**src/pkg/rpw_pkg.sv**
```systemverilog
// shared constants and types for the reduced power wake control ends
package rpw_pkg;
  // *****************************************************
  // serial command codes
  // *****************************************************
  localparam logic [4:0] CMD_WRITE_CONFIG = 5'h17;
  localparam logic [4:0] CMD_RST_TRIM = 5'h13;
  localparam logic [4:0] CMD_STORE_REF = 5'h03;
  localparam logic [4:0] CMD_CUST_WRITE = 5'h10;

  // *****************************************************
  // field positions
  // *****************************************************
  localparam int unsigned CFG_LP_BIT = 0;
  localparam int unsigned CFG_HYST_LSB = 1;
  localparam int unsigned CFG_GAIN_LSB = 3;
  localparam int unsigned TRIM_WAKE_EN_BIT = 8;

  // *****************************************************
  // timing, 125 MHz clock
  // *****************************************************
  localparam int unsigned CLK_PERIOD_NS = 8;
  localparam int unsigned TRACK_STEP_NS = 1150;
  localparam int unsigned WAKE_MIN_NS = 10000;
  localparam int unsigned WAKE_MAX_NS = 17000;
  localparam int unsigned SETTLE_NS = 250000;
  localparam int unsigned COLD_NS = 2000000;
  localparam int unsigned TRACK_CYC = (TRACK_STEP_NS + CLK_PERIOD_NS - 1) / CLK_PERIOD_NS;
  localparam int unsigned WAKE_CYC = (WAKE_MIN_NS + CLK_PERIOD_NS - 1) / CLK_PERIOD_NS;
  localparam int unsigned WAKE_MAX_CYC = WAKE_MAX_NS / CLK_PERIOD_NS;
  localparam int unsigned SETTLE_CYC = (SETTLE_NS + CLK_PERIOD_NS - 1) / CLK_PERIOD_NS;
  localparam int unsigned COLD_CYC = (COLD_NS + CLK_PERIOD_NS - 1) / CLK_PERIOD_NS;
  localparam int unsigned HOST_OFF_CYC = 12500;
  localparam int unsigned CNT_W = 20;

  // *****************************************************
  // state machines
  // *****************************************************
  typedef enum logic [2:0] {
    ST_OFF = 3'h0,
    ST_COLD = 3'h4,
    ST_SETTLE = 3'h1,
    ST_WAKE = 3'h3,
    ST_ACTIVE = 3'h2,
    ST_LOWPWR = 3'h6
  } rpw_dev_state_t;

  typedef enum logic [2:0] {
    H_BOOT = 3'h0,
    H_TRIM = 3'h1,
    H_THR = 3'h3,
    H_REF = 3'h2,
    H_RUN = 3'h6,
    H_OFF = 3'h7,
    H_ON = 3'h5
  } rpw_host_state_t;
endpackage

```
**src/pkg/rpw_if.sv**
```systemverilog
// link between the encoder power/wake logic and its host
`timescale 1ns/100ps
interface rpw_if;
  logic supply_ok;
  logic retention_ok;
  logic cmd_valid;
  logic [4:0] cmd_code;
  logic [7:0] cmd_data;
  logic cmd_ready;
  logic [7:0] angle;
  logic locked;
  logic angle_valid;
  logic wake_out;
  logic wake_oe_n;
  logic wake_line;

  // open drain line with external pull-up
  assign wake_line = wake_oe_n ? 1'b1 : wake_out;

  modport device (
    input supply_ok, retention_ok, cmd_valid, cmd_code, cmd_data,
    output cmd_ready, angle, locked, angle_valid, wake_out, wake_oe_n
  );
  modport host (
    output supply_ok, retention_ok, cmd_valid, cmd_code, cmd_data,
    input cmd_ready, angle, locked, angle_valid, wake_line
  );
endinterface

```
**src/logic/rpw_device.sv**
```systemverilog
// encoder end: power modes, storage registers and motion wake
// Functional notes
// - config write 17H enters low power mode
// - angle valid only when locked after resume
// - reduced power freezes angle and gain state
// - full power loss gives 2ms cold start
// - host re-sleeps only after valid angle
// - polling only with retention supply present
// - trim reload command 19 fetches valid trim
// - trim copied to storage only if wake-enable
// - storage refreshed continuously while powered
// - command 3 stores current angle as reference
// - no reference means wake at every restored startup, none at cold start
// - storage frozen when main supply drops
// - restore, compare, wake if above threshold
// - wake pulse low 10 to 17 us
// - no wake when difference within threshold
// - no wake before 250 us settling
// - wake is open drain, active low
// - locked flag set when tracking synchronised
// - host programs threshold by customer write
`timescale 1ns/100ps
module rpw_device #(
  parameter int unsigned COLD_CYC = rpw_pkg::COLD_CYC,
  parameter int unsigned SETTLE_CYC = rpw_pkg::SETTLE_CYC
) (
  input wire logic clk_i,
  input wire logic rstn_i,
  rpw_if.device lnk,
  input wire logic [7:0] magnet_angle_i,
  input wire logic [5:0] gain_i,
  input wire logic [8:0] nv_trim_i,
  output logic low_power_o,
  output logic [7:0] turns_o,
  output logic wake_event_o
);
  // *****************************************************
  // helpers
  // *****************************************************
  // shortest distance on a 256 code circle
  function automatic logic [7:0] ang_dist(input logic [7:0] a, input logic [7:0] b);
    logic [7:0] d;
    d = a - b;
    ang_dist = d[7] ? 8'(-d) : d;
  endfunction

  // *****************************************************
  // state
  // *****************************************************
  rpw_pkg::rpw_dev_state_t state;
  logic [rpw_pkg::CNT_W-1:0] cnt;
  logic [7:0] trk_cnt;
  logic [7:0] track_angle;
  logic [5:0] gain;
  logic [7:0] turns;
  logic [1:0] hyst;
  logic [2:0] gain_set;
  logic [7:0] thr;
  logic trim_valid;
  logic wake_en;
  logic locked;
  logic wake_drv;
  logic wake_evt;
  // retained storage, kept by the retention supply
  logic s_valid;
  logic [5:0] s_gain;
  logic [7:0] s_angle;
  logic [7:0] s_turns;
  logic [1:0] s_hyst;
  logic [7:0] s_thr;
  logic [2:0] s_gain_set;
  logic [7:0] s_ref;
  logic s_ref_valid;

  // *****************************************************
  // decode
  // *****************************************************
  wire cmd_take = lnk.cmd_valid & lnk.cmd_ready;
  wire take_cfg = cmd_take & (lnk.cmd_code == rpw_pkg::CMD_WRITE_CONFIG);
  wire take_trim = cmd_take & (lnk.cmd_code == rpw_pkg::CMD_RST_TRIM);
  wire take_ref = cmd_take & (lnk.cmd_code == rpw_pkg::CMD_STORE_REF);
  wire take_cust = cmd_take & (lnk.cmd_code == rpw_pkg::CMD_CUST_WRITE);
  wire cfg_lp = lnk.cmd_data[rpw_pkg::CFG_LP_BIT];
  wire is_active = (state == rpw_pkg::ST_ACTIVE);
  wire is_lowpwr = (state == rpw_pkg::ST_LOWPWR);
  // tracking halts outside these states, so the angle stays put in cold start and low power
  wire tracking_on = (state == rpw_pkg::ST_SETTLE) | (state == rpw_pkg::ST_WAKE) | is_active;
  wire powered_up = tracking_on | is_lowpwr;
  wire step_due = tracking_on & (trk_cnt == 8'(rpw_pkg::TRACK_CYC - 1));
  wire [7:0] fwd = magnet_angle_i - track_angle;
  wire step_up = step_due & (fwd != 8'h00) & ~fwd[7];
  wire step_dn = step_due & fwd[7];
  wire [7:0] next_track = step_up ? 8'(track_angle + 8'h01) : (step_dn ? 8'(track_angle - 8'h01) : track_angle);
  // restore path needs retained content and the retention supply
  wire can_restore = lnk.retention_ok & s_valid;
  wire wake_needed = ~s_ref_valid | (ang_dist(track_angle, s_ref) > thr);
  wire settle_done = (cnt == rpw_pkg::CNT_W'(SETTLE_CYC - 1));
  wire cold_done = (cnt == rpw_pkg::CNT_W'(COLD_CYC - 1));
  wire wake_done = (cnt == rpw_pkg::CNT_W'(rpw_pkg::WAKE_CYC - 1));
  // refresh only while the main supply is good and wake storage is on
  wire refresh = lnk.supply_ok & powered_up & wake_en & trim_valid;

  assign lnk.cmd_ready = is_active | is_lowpwr;
  assign lnk.angle = track_angle;
  assign lnk.locked = locked;
  assign lnk.angle_valid = locked & is_active;
  assign lnk.wake_out = 1'b0;
  assign lnk.wake_oe_n = ~wake_drv;
  assign low_power_o = is_lowpwr;
  assign turns_o = turns;
  assign wake_event_o = wake_evt;

  // *****************************************************
  // power state sequencer
  // *****************************************************
  always_ff @(posedge clk_i or negedge rstn_i) begin
    if (!rstn_i) begin
      state <= rpw_pkg::ST_OFF;
      cnt <= '0;
      wake_drv <= 1'b0;
      wake_evt <= 1'b0;
    end else begin
      wake_evt <= 1'b0;
      cnt <= cnt + 1'b1;
      if (!lnk.supply_ok) begin
        state <= rpw_pkg::ST_OFF;
        wake_drv <= 1'b0;
        cnt <= '0;
      end else begin
        case (state)
          rpw_pkg::ST_OFF: begin
            cnt <= '0;
            state <= can_restore ? rpw_pkg::ST_SETTLE : rpw_pkg::ST_COLD;
          end
          rpw_pkg::ST_COLD: begin
            if (cold_done) begin
              state <= rpw_pkg::ST_ACTIVE;
            end
          end
          rpw_pkg::ST_SETTLE: begin
            // compare only after the angle has had time to settle
            if (settle_done) begin
              cnt <= '0;
              if (wake_needed) begin
                state <= rpw_pkg::ST_WAKE;
                wake_drv <= 1'b1;
                wake_evt <= 1'b1;
              end else begin
                state <= rpw_pkg::ST_ACTIVE;
              end
            end
          end
          rpw_pkg::ST_WAKE: begin
            if (wake_done) begin
              state <= rpw_pkg::ST_ACTIVE;
              wake_drv <= 1'b0;
            end
          end
          rpw_pkg::ST_ACTIVE: begin
            if (take_cfg & cfg_lp) begin
              state <= rpw_pkg::ST_LOWPWR;
            end
          end
          rpw_pkg::ST_LOWPWR: begin
            if (take_cfg & ~cfg_lp) begin
              state <= rpw_pkg::ST_ACTIVE;
            end
          end
          default: begin
            state <= rpw_pkg::ST_OFF;
            wake_drv <= 1'b0;
          end
        endcase
      end
    end
  end

  // *****************************************************
  // tracking converter and live values
  // *****************************************************
  // cold start clears everything, restore reloads from storage
  always_ff @(posedge clk_i or negedge rstn_i) begin
    if (!rstn_i) begin
      trk_cnt <= '0;
      track_angle <= '0;
      gain <= '0;
      turns <= '0;
      hyst <= '0;
      gain_set <= '0;
      thr <= '0;
      trim_valid <= 1'b0;
      wake_en <= 1'b0;
      locked <= 1'b0;
    end else if (state == rpw_pkg::ST_OFF) begin
      trk_cnt <= '0;
      locked <= 1'b0;
      if (lnk.supply_ok) begin
        track_angle <= can_restore ? s_angle : 8'h00;
        gain <= can_restore ? s_gain : 6'h00;
        turns <= can_restore ? s_turns : 8'h00;
        hyst <= can_restore ? s_hyst : 2'h0;
        gain_set <= can_restore ? s_gain_set : 3'h0;
        thr <= can_restore ? s_thr : 8'h00;
        trim_valid <= can_restore;
        wake_en <= can_restore;
      end
    end else begin
      trk_cnt <= step_due ? 8'h00 : (tracking_on ? 8'(trk_cnt + 8'h01) : trk_cnt);
      track_angle <= next_track;
      locked <= tracking_on & (next_track == magnet_angle_i);
      if (tracking_on) begin
        gain <= gain_i;
      end
      if (step_up & (track_angle == 8'hFF)) begin
        turns <= 8'(turns + 8'h01);
      end else if (step_dn & (track_angle == 8'h00)) begin
        turns <= 8'(turns - 8'h01);
      end
      if (take_cfg) begin
        hyst <= lnk.cmd_data[rpw_pkg::CFG_HYST_LSB +: 2];
        gain_set <= lnk.cmd_data[rpw_pkg::CFG_GAIN_LSB +: 3];
      end
      if (take_cust) begin
        thr <= lnk.cmd_data;
      end
      if (take_trim) begin
        trim_valid <= 1'b1;
        wake_en <= nv_trim_i[rpw_pkg::TRIM_WAKE_EN_BIT];
      end
    end
  end

  // *****************************************************
  // retained storage registers
  // *****************************************************
  // contents hold with the main supply gone; losing retention clears s_valid and s_ref_valid
  always_ff @(posedge clk_i or negedge rstn_i) begin
    if (!rstn_i) begin
      s_valid <= 1'b0;
      s_gain <= '0;
      s_angle <= '0;
      s_turns <= '0;
      s_hyst <= '0;
      s_thr <= '0;
      s_gain_set <= '0;
      s_ref <= '0;
      s_ref_valid <= 1'b0;
    end else if (!lnk.retention_ok) begin
      s_valid <= 1'b0;
      s_ref_valid <= 1'b0;
    end else begin
      if (refresh) begin
        s_valid <= 1'b1;
        s_gain <= gain;
        s_angle <= track_angle;
        s_turns <= turns;
        s_hyst <= hyst;
        s_thr <= thr;
        s_gain_set <= gain_set;
      end
      if (take_ref) begin
        s_ref <= track_angle;
        s_ref_valid <= 1'b1;
      end
    end
  end
endmodule

```
**src/flat_wrapper.sv**
```systemverilog
// flat-port wrapper written by rule: the top's interface ports become plain ports
module rpw_device_flat 
#(
  parameter int unsigned COLD_CYC = rpw_pkg::COLD_CYC,
  parameter int unsigned SETTLE_CYC = rpw_pkg::SETTLE_CYC
)
  (clk_i, rstn_i, magnet_angle_i, gain_i, nv_trim_i, low_power_o, turns_o, wake_event_o, lnk_supply_ok, lnk_retention_ok, lnk_cmd_valid, lnk_cmd_code, lnk_cmd_data, lnk_cmd_ready, lnk_angle, lnk_locked, lnk_angle_valid, lnk_wake_out, lnk_wake_oe_n);
  rpw_if lnk_i ();
  input wire logic clk_i;
  input wire logic rstn_i;
  input wire logic [7:0] magnet_angle_i;
  input wire logic [5:0] gain_i;
  input wire logic [8:0] nv_trim_i;
  output logic low_power_o;
  output logic [7:0] turns_o;
  output logic wake_event_o;
  input wire logic [$bits(lnk_i.supply_ok)-1:0] lnk_supply_ok;
  input wire logic [$bits(lnk_i.retention_ok)-1:0] lnk_retention_ok;
  input wire logic [$bits(lnk_i.cmd_valid)-1:0] lnk_cmd_valid;
  input wire logic [$bits(lnk_i.cmd_code)-1:0] lnk_cmd_code;
  input wire logic [$bits(lnk_i.cmd_data)-1:0] lnk_cmd_data;
  output wire logic [$bits(lnk_i.cmd_ready)-1:0] lnk_cmd_ready;
  output wire logic [$bits(lnk_i.angle)-1:0] lnk_angle;
  output wire logic [$bits(lnk_i.locked)-1:0] lnk_locked;
  output wire logic [$bits(lnk_i.angle_valid)-1:0] lnk_angle_valid;
  output wire logic [$bits(lnk_i.wake_out)-1:0] lnk_wake_out;
  output wire logic [$bits(lnk_i.wake_oe_n)-1:0] lnk_wake_oe_n;
  assign lnk_i.supply_ok = lnk_supply_ok;
  assign lnk_i.retention_ok = lnk_retention_ok;
  assign lnk_i.cmd_valid = lnk_cmd_valid;
  assign lnk_i.cmd_code = lnk_cmd_code;
  assign lnk_i.cmd_data = lnk_cmd_data;
  assign lnk_cmd_ready = lnk_i.cmd_ready;
  assign lnk_angle = lnk_i.angle;
  assign lnk_locked = lnk_i.locked;
  assign lnk_angle_valid = lnk_i.angle_valid;
  assign lnk_wake_out = lnk_i.wake_out;
  assign lnk_wake_oe_n = lnk_i.wake_oe_n;
  rpw_device #(.COLD_CYC(COLD_CYC), .SETTLE_CYC(SETTLE_CYC)) u_core (.clk_i(clk_i), .rstn_i(rstn_i), .lnk(lnk_i), .magnet_angle_i(magnet_angle_i), .gain_i(gain_i), .nv_trim_i(nv_trim_i), .low_power_o(low_power_o), .turns_o(turns_o), .wake_event_o(wake_event_o));
endmodule
```
**config.mk**
```make
export PLATFORM = sky130hd
export DESIGN_NAME = rpw_device_flat
export DESIGN_NICKNAME = d
export VERILOG_FILES = /design/src/pkg/rpw_pkg.sv /design/src/pkg/rpw_if.sv /design/src/logic/rpw_device.sv /design/src/flat_wrapper.sv
export SDC_FILE = /design/constraint.sdc
export NUM_CORES = 1
export LEC_CHECK = 0
export BUFFER_PORTS_ARGS = -buffer_cell sky130_fd_sc_hd__buf_2
export CAP_MARGIN = 10
export CORE_MARGIN = 2
export CORE_UTILIZATION = 35
export CTS_BUF_LIST = sky130_fd_sc_hd__clkbuf_2
export DETAILED_ROUTE_END_ITERATION = 7
export GPL_ROUTABILITY_DRIVEN = 0
export SETUP_SLACK_MARGIN = 0.4
export SLEW_MARGIN = 0
export SYNTH_ARGS = -nofsm -noshare
export SYNTH_HDL_FRONTEND = slang
export SYNTH_SLANG_ARGS = --single-unit
```
**constraint.sdc**
```tcl
create_clock -name clk_i -period 5.9 [get_ports clk_i]
set_input_delay 0.295 -clock clk_i [delete_from_list [all_inputs] [get_ports clk_i]]
set_output_delay 0.295 -clock clk_i [all_outputs]
set_load 0.05 [all_outputs]
```
==> flow_metrics.env, run 1 <==
export IMPL_power_density_mw_per_mm2=220
export IMPL_p_sw_share_pct=32.5
export IMPL_finalSetupTns_ns=0
export IMPL_core_area_mm2=0.0166
export IMPL_synthCells=655
export IMPL_syn_to_final_growth_pct=12.5
export IMPL_grt_pass1_vias=4560
export IMPL_critPathLaunchType="flop"
export IMPL_htree_levels=3
export IMPL_cp_required_ns=6.38
export IMPL_cts_buffer_depth=2
export IMPL_highest_layer="met4"
export IMPL_rsz0062_at_grt="no"
export IMPL_power_w=0.00148
export IMPL_synth_area_mm2=0.00598
export IMPL_preCtsSetupSlack_ns=1.17
export IMPL_ys_seq_elements=94
export IMPL_dpl_hpwl_um=9960
export IMPL_period_minus_slack_ns=4.70
export IMPL_synth_nets=734
export IMPL_synth_edf_count=0
export IMPL_tightest_slew_ns=0.996
export IMPL_cp_end_kind="flop"
export IMPL_wl_met3_um=378
export IMPL_die_h_um=135
export IMPL_vias=4806
export IMPL_fin_cells=929
export IMPL_portBuffers=48
export IMPL_final_setup_viol_count=0
export IMPL_detail_route_wl_per_cell_um=14.8
export IMPL_yosys_warnings=0
export IMPL_yosys_area_share_xor_xnor_pct=8.03
export IMPL_drt_antenna_violating_nets=0
export IMPL_hold_slack_ns=0.0828
export IMPL_grt_overflow_total=0
export IMPL_route_detailed_drc=0
export IMPL_fp_dieArea_mm2=0.0182
export IMPL_insertion_delay_ns=0.58
export IMPL_antenna_found_initial=0
export IMPL_drtIter0Drc=247
export IMPL_fin_ws_ns=1.20
export IMPL_synth_seq_area_share_pct=39.3
export IMPL_routed_via_density=5.17
export IMPL_diodes=0
export IMPL_p_seq_share_pct=47.8
export IMPL_die_w_um=135
export IMPL_dr_pass1_iters=5
export IMPL_yosysUniqueCellTypes=66
export IMPL_cts_num_sinks=94
export IMPL_clock_fmax_mhz=213
export IMPL_dr_wl_met2_um=6040
export IMPL_hold_path_class="input port to async pin"
export IMPL_ys_flop_type="dfrtp_1"
export IMPL_dp_cells=901
export IMPL_clock_root_buffer="clkbuf_2"
export IMPL_peakVddDrop_mv=0.133
export IMPL_synth_adder_area_share_pct=8.32
export IMPL_p_comb_share_pct=25.5
export IMPL_clkTransAtPathRegs_ns=0.24
export IMPL_wl_met1_um=6890
export IMPL_drv_slew=0
export IMPL_async_flop_share_pct=100
export IMPL_max_cap_violations=0
export IMPL_synthMuxAreaShare_pct=5.61
export IMPL_critical_path_class="flop to flop"
export IMPL_power_switching_w=0.000481
export IMPL_synth_top_family_by_area="simple AND/OR/NAND/NOR gates"
export IMPL_maxSlewHeadroom_pct=33.6
export IMPL_cts_tree="done"
export IMPL_grt_pass1_wl_um=23000
export IMPL_p_leak_nw=3.05
export IMPL_grt_total_usage_pct=15.9
export IMPL_num_rows=47
export IMPL_grt_max_degree=78
export IMPL_synth_compound_area_share_pct=15.0
export IMPL_clockPowerShare_pct=26.7
export IMPL_cp_arrival_ns=5.18
export IMPL_path_max_fanout=9
export IMPL_clock_skew_ns=0.0316
export IMPL_syn_avg_cell_area_um2=9.13
export IMPL_period_share_pct=79.7
export IMPL_hold_viol_final=0
export IMPL_drt_total_wl_um=13800
export IMPL_final_nets=784
export IMPL_status="finished clean"
export IMPL_pin_count=64
export IMPL_synthSimpleGateAreaFrac_pct=19.7
export IMPL_power_internal_w=0.00100
export IMPL_cts_buffers=9
export IMPL_drive_gt1_share_pct=15.8
export IMPL_cts_resized=0
export IMPL_start_util_pct=35.9
Yosys cell counts, drive strengths merged (2+ instances only):
| cell type | instances | area, um^2 |
|---|---|---|
| a32oi | 2 | 17.5 |
| nand2b | 7 | 43.8 |
| inv | 33 | 124 |
| o31ai | 2 | 20.0 |
| o21bai | 2 | 15.0 |
| nand2 | 56 | 210 |
| o21ai | 31 | 155 |
| and2 | 3 | 18.8 |
| ha | 35 | 438 |
| nor4 | 5 | 37.5 |
| a21boi | 2 | 15.0 |
| o211ai | 5 | 37.5 |
| xor2 | 24 | 218 |
| nor3b | 2 | 15.0 |
| mux2i | 2 | 20.0 |
| nor3 | 18 | 90.1 |
| fa | 3 | 60.1 |
| nand3 | 33 | 165 |
| a21oi | 34 | 181 |
| o21a | 3 | 22.5 |
| or3 | 3 | 18.8 |
| a311o | 3 | 30.0 |
| a22o | 3 | 26.3 |
| nand4 | 11 | 68.8 |
| dfrtp | 94 | 2350 |
| a311oi | 4 | 52.6 |
| or4 | 3 | 22.5 |
| nand4b | 2 | 17.5 |
| a2111oi | 4 | 55.1 |
| nand3b | 3 | 22.5 |
| clkbuf | 24 | 90.1 |
| nor2 | 78 | 293 |
| nor2b | 5 | 31.3 |
| a21o | 11 | 82.6 |
| a31oi | 16 | 100 |
| and3 | 10 | 62.6 |
| xnor2 | 30 | 263 |
| mux2 | 28 | 315 |
| buf | 4 | 22.5 |
| nor4b | 3 | 26.3 |
layer usage:
layer / GRT usage [%] / vias up
met1: 22.2 / 2283
met2: 23.9 / 74
met5: 0 / -
met4: 8.01 / 0
li1: - / 2426
met3: 2.52 / 23
logic make-up (layout without fill, tap and decap cells):
logic type               Yosys count  after routing
XOR/XNOR                          54             54
flip-flops                        94             94
multiplexers                      30             30
AND/OR/NAND/NOR                  246            246
other                              1              1
adder cells (fa/ha/maj)           38             38
buffers and inverters             61            115
AO/OA/AOI/OAI                    131            131
per-stage QoR:
step	util, %	cell area [um^2]
after CTS	40.5	6730
after global placement	38.8	6450
after global routing	40.5	6730
after floorplan	-	5980
final	40.5	6730
after detailed placement	38.8	6450
cell type report:
cell class              count  area (um^2)
multi-input cells         500         3410
fillers                  1678         9910
clock buffers              10         50.0
well taps                 220          275
repair buffers             67          418
flip-flops and latches     94         2350
inverters                  33          124
clock inverters             5         98.8
flip-flops by register name, indices dropped and copies added, names as in the netlist, 8 cells and up:
register,count
u_core.s_ref,8
u_core.cnt,20
u_core.thr,8
u_core.s_turns,8
u_core.s_thr,8
u_core.turns_o,8
u_core.trk_cnt,8
u_core.s_angle,8
u_core.lnk.angle,8
worst max-delay path: stages (launching register included):
cell and delay, ns:
dfrtp_1 0.61, inv_1 0.27, ha_1 0.34, nor2b_1 0.15
o21ai_1 0.11, or3b_1 0.39, a2111oi_4 0.49, a311o_1 0.51
ha_1 0.32, a21o_1 0.15, a21o_1 0.19, a21o_1 0.18
a21oi_1 0.21, o21ai_0 0.24, nor3_1 0.19, a31oi_1 0.08
nand3_1 0.11, o211ai_1 0.10
what timing repair did:
action	in CTS	in global routing
hold buffers	13	0
endpoints found under the hold margin	31	0
setup buffers	0	0
endpoints found under the setup margin	0	0
placed cells by master, fill, tap and decap left out, drive strengths merged, types with 16 or more instances in the layout:
cell | synthesis | layout
a21oi | 34 | 34
a31oi | 16 | 16
buf | 4 | 54
dfrtp | 94 | 94
ha | 35 | 35
inv | 33 | 33
mux2 | 28 | 28
nand2 | 56 | 56
nand3 | 33 | 33
nor2 | 78 | 78
nor3 | 18 | 18
o21ai | 31 | 31
xnor2 | 30 | 30
xor2 | 24 | 24
power groups by stage:
stage | sequential, W | combinational [W] | clock (W)
floorplan | 0.000760 | 0.000235 | 0
global placement | 0.000720 | 0.000369 | 0
detailed placement | 0.000720 | 0.000372 | 0
CTS | 0.000709 | 0.000381 | 0.000415
global route | 0.000715 | 0.000423 | 0.000440
finish | 0.000709 | 0.000378 | 0.000395
worst paths after layout:
| path | depth (start not counted) | endpoint | startpoint | slack (ns) |
|---|---|---|---|---|
| min | 2 | u_core.thr[2] | rstn_i | 0.08 |
| max | 17 | u_core.turns_o[7] | u_core.lnk.angle[1] | 1.20 |
| max reg2reg | 17 | u_core.turns_o[7] | u_core.lnk.angle[1] | 1.20 |
| min in group clk_i | 4 | u_core.lnk.locked | magnet_angle_i[5] | 0.13 |
| min reg2reg | 1 | u_core.cnt[0] | u_core.cnt[0] | 0.51 |
| max in group asynchronous | 3 | u_core.trk_cnt[7] | rstn_i | 4.56 |
Power figures use the tool's default switching activity.
==> run 2, diff against run 1 <==
==> constraint.sdc (replaced) <==
create_clock -name clk_i -period 4.28 [get_ports clk_i]
set_input_delay 0.214 -clock clk_i [delete_from_list [all_inputs] [get_ports clk_i]]
set_output_delay 0.214 -clock clk_i [all_outputs]
set_load 0.05 [all_outputs]
==> run 2 against run 1 <==
Against the previous run: count of clock-buffer cells in the layout stayed put; combinational power is 73% higher; cell count is 2.8% higher; first-iteration DRC count is 6.9% lower.
==> flow_metrics.env, run 2 (same netlist as run 1, synthesis figures left out) <==
export IMPL_status="finished clean"
export IMPL_grt_max_degree=60
export IMPL_diodes=0
export IMPL_drive_gt1_share_pct=25.0
export IMPL_fp_dieArea_mm2=0.0182
export IMPL_cts_num_sinks=94
export IMPL_htree_levels=3
export IMPL_antenna_found_initial=0
export IMPL_dpl_hpwl_um=10700
export IMPL_drv_slew=0
export IMPL_cts_tree="done"
export IMPL_syn_to_final_growth_pct=20.9
export IMPL_core_area_mm2=0.0166
export IMPL_die_w_um=135
export IMPL_route_detailed_drc=0
export IMPL_finalSetupTns_ns=0
export IMPL_clock_fmax_mhz=259
export IMPL_grt_overflow_total=0
export IMPL_postLayoutCoreUtil_pct=43.4
export IMPL_critPathLaunchType="flop"
export IMPL_pin_count=64
export IMPL_num_rows=47
export IMPL_cp_arrival_ns=4.39
export IMPL_grt_pass1_wl_um=24300
export IMPL_top_register="u_core.cnt"
export IMPL_cp_required_ns=4.81
export IMPL_power_density_mw_per_mm2=295
export IMPL_cp_end_kind="flop"
export IMPL_clock_skew_ns=0.0299
export IMPL_maxSlewHeadroom_pct=45.6
export IMPL_drt_total_wl_um=14900
export IMPL_grt_pass1_vias=4988
export IMPL_critical_path_class="flop to flop"
export IMPL_largest_register_ffs=20
export IMPL_hold_path_class="input port to flop"
export IMPL_hp_start="lnk_cmd_code[4]"
export IMPL_final_common_cell="dfrtp_1"
export IMPL_drt_antenna_violating_nets=0
export IMPL_period_minus_slack_ns=3.86
export IMPL_clock_root_buffer="clkbuf_2"
export IMPL_rsz0062_at_grt="yes"
export IMPL_die_h_um=135
export IMPL_peakVddDrop_mv=0.216
export IMPL_final_setup_viol_count=0
export IMPL_start_util_pct=35.9
export IMPL_path_max_fanout=4
export IMPL_detail_route_wl_per_cell_um=15.6
export IMPL_final_nets=809
export IMPL_max_cap_violations=0
export IMPL_multi_input_area_mm2=0.00369
export IMPL_fillCellCount=1591
export IMPL_insertion_delay_ns=0.61
export IMPL_layout_area_seq_mm2=0.00236
export IMPL_r2r_start="u_core.lnk.angle[1]"
export IMPL_cts_buffer_depth=2
export IMPL_routed_via_density=5.21
export IMPL_clkTransAtPathRegs_ns=0.26
export IMPL_vias=4978
export IMPL_dr_pass1_iters=4
export IMPL_period_share_pct=90.2
export IMPL_drtIter0Drc=230
export IMPL_crit_start="u_core.lnk.angle[1]"
export IMPL_cts_buffers=9
export IMPL_layout_common_cells="dfrtp_1, nor2_1, nand2_1"
export IMPL_hold_viol_final=0
export IMPL_tightest_slew_ns=0.816
export IMPL_grt_total_usage_pct=16.7
export IMPL_p_leak_nw=3.21
export IMPL_portBuffers=48
run 2: cell count changes in the layout (fill, tap and decap cells not counted), moves of 3 or more:
cell and change:
buf_4 +22, a21oi_1 -8, a21oi_2 +8, dfrtp_1 -7, dfrtp_2 +6, ha_1 -6
ha_4 +6, o21ai_0 -4, nor2b_1 -3, nor2b_4 +3, o21ai_2 +3
run 2: routing by layer:
layer | up-vias | wire (um) | track usage (%) | part of all wire (%)
li1 | 2467 | - | - | -
met4 | 0 | 467 | 7.54 | 3.1
met1 | 2392 | 6790 | 21.6 | 46
met2 | 86 | 7220 | 27.7 | 48
met3 | 33 | 429 | 2.52 | 2.9
met5 | - | 0 | 0 | 0
run 2: final timing paths:
check	endpoint	slack [ns]	cells past startpoint
setup / recovery	u_core.turns_o[6]	0.42	17
hold / removal	u_core.s_ref[4]	0.06	5
setup reg to reg	u_core.turns_o[6]	0.42	17
hold reg to reg	u_core.cnt[0]	0.52	1
max in group asynchronous	u_core.lnk.angle[0]	3.10	3
min in group asynchronous	u_core.thr[0]	0.17	2
run 2: metrics by stage:
step	hold WS (ns)	instance area, um^2	setup slack [ns]	std cells	total power [W]
after CTS	0.00276	6970	0.378	949	0.00208
after global routing	0.0411	7230	0.285	955	0.00224
after detailed placement	0.347	6600	0.0716	914	0.00153
after global placement	0.329	6600	0.166	914	0.00151
final	0.0613	7230	0.421	955	0.00213
after floorplan	-0.0816	6070	0.413	655	0.00138
run 2: where the power goes:
group          switching [W]  internal (W)
combinational       0.000379      0.000274
sequential         0.0000410      0.000931
clock               0.000314      0.000195
total               0.000733       0.00140
run 2: critical path, cell delays in order, from the launching register on:
cell and delay [ns]:
dfrtp_4 0.55, buf_12 0.14, buf_4 0.13, fa_2 0.36
nand2b_4 0.16, a21oi_2 0.17, or4_4 0.15, o311ai_4 0.10
a311o_2 0.52, fa_2 0.40, a21o_1 0.16, a21o_1 0.17
a21o_1 0.19, a21oi_2 0.14, xor2_1 0.15, nor2_1 0.05
a31oi_1 0.14, a21oi_1 0.09
run 2: repair_timing:
action                                  CTS  global route
resized for setup                        15            34
gates cloned                              0             0
buffers inserted                          5             6
pin swaps                                12            35
endpoints found under the setup margin    6             6
hold endpoints to repair                 74             0
hold buffers                             14             0
run 2: cell type report:
cell class,count,area share (%)
Inverter,33,1.89
Sequential cell,94,32.7
Tap cell,220,3.81
Timing Repair Buffer,92,8.63
Multi-Input combinational cell,500,51.1
Clock inverter,6,1.19
Clock buffer,10,0.692
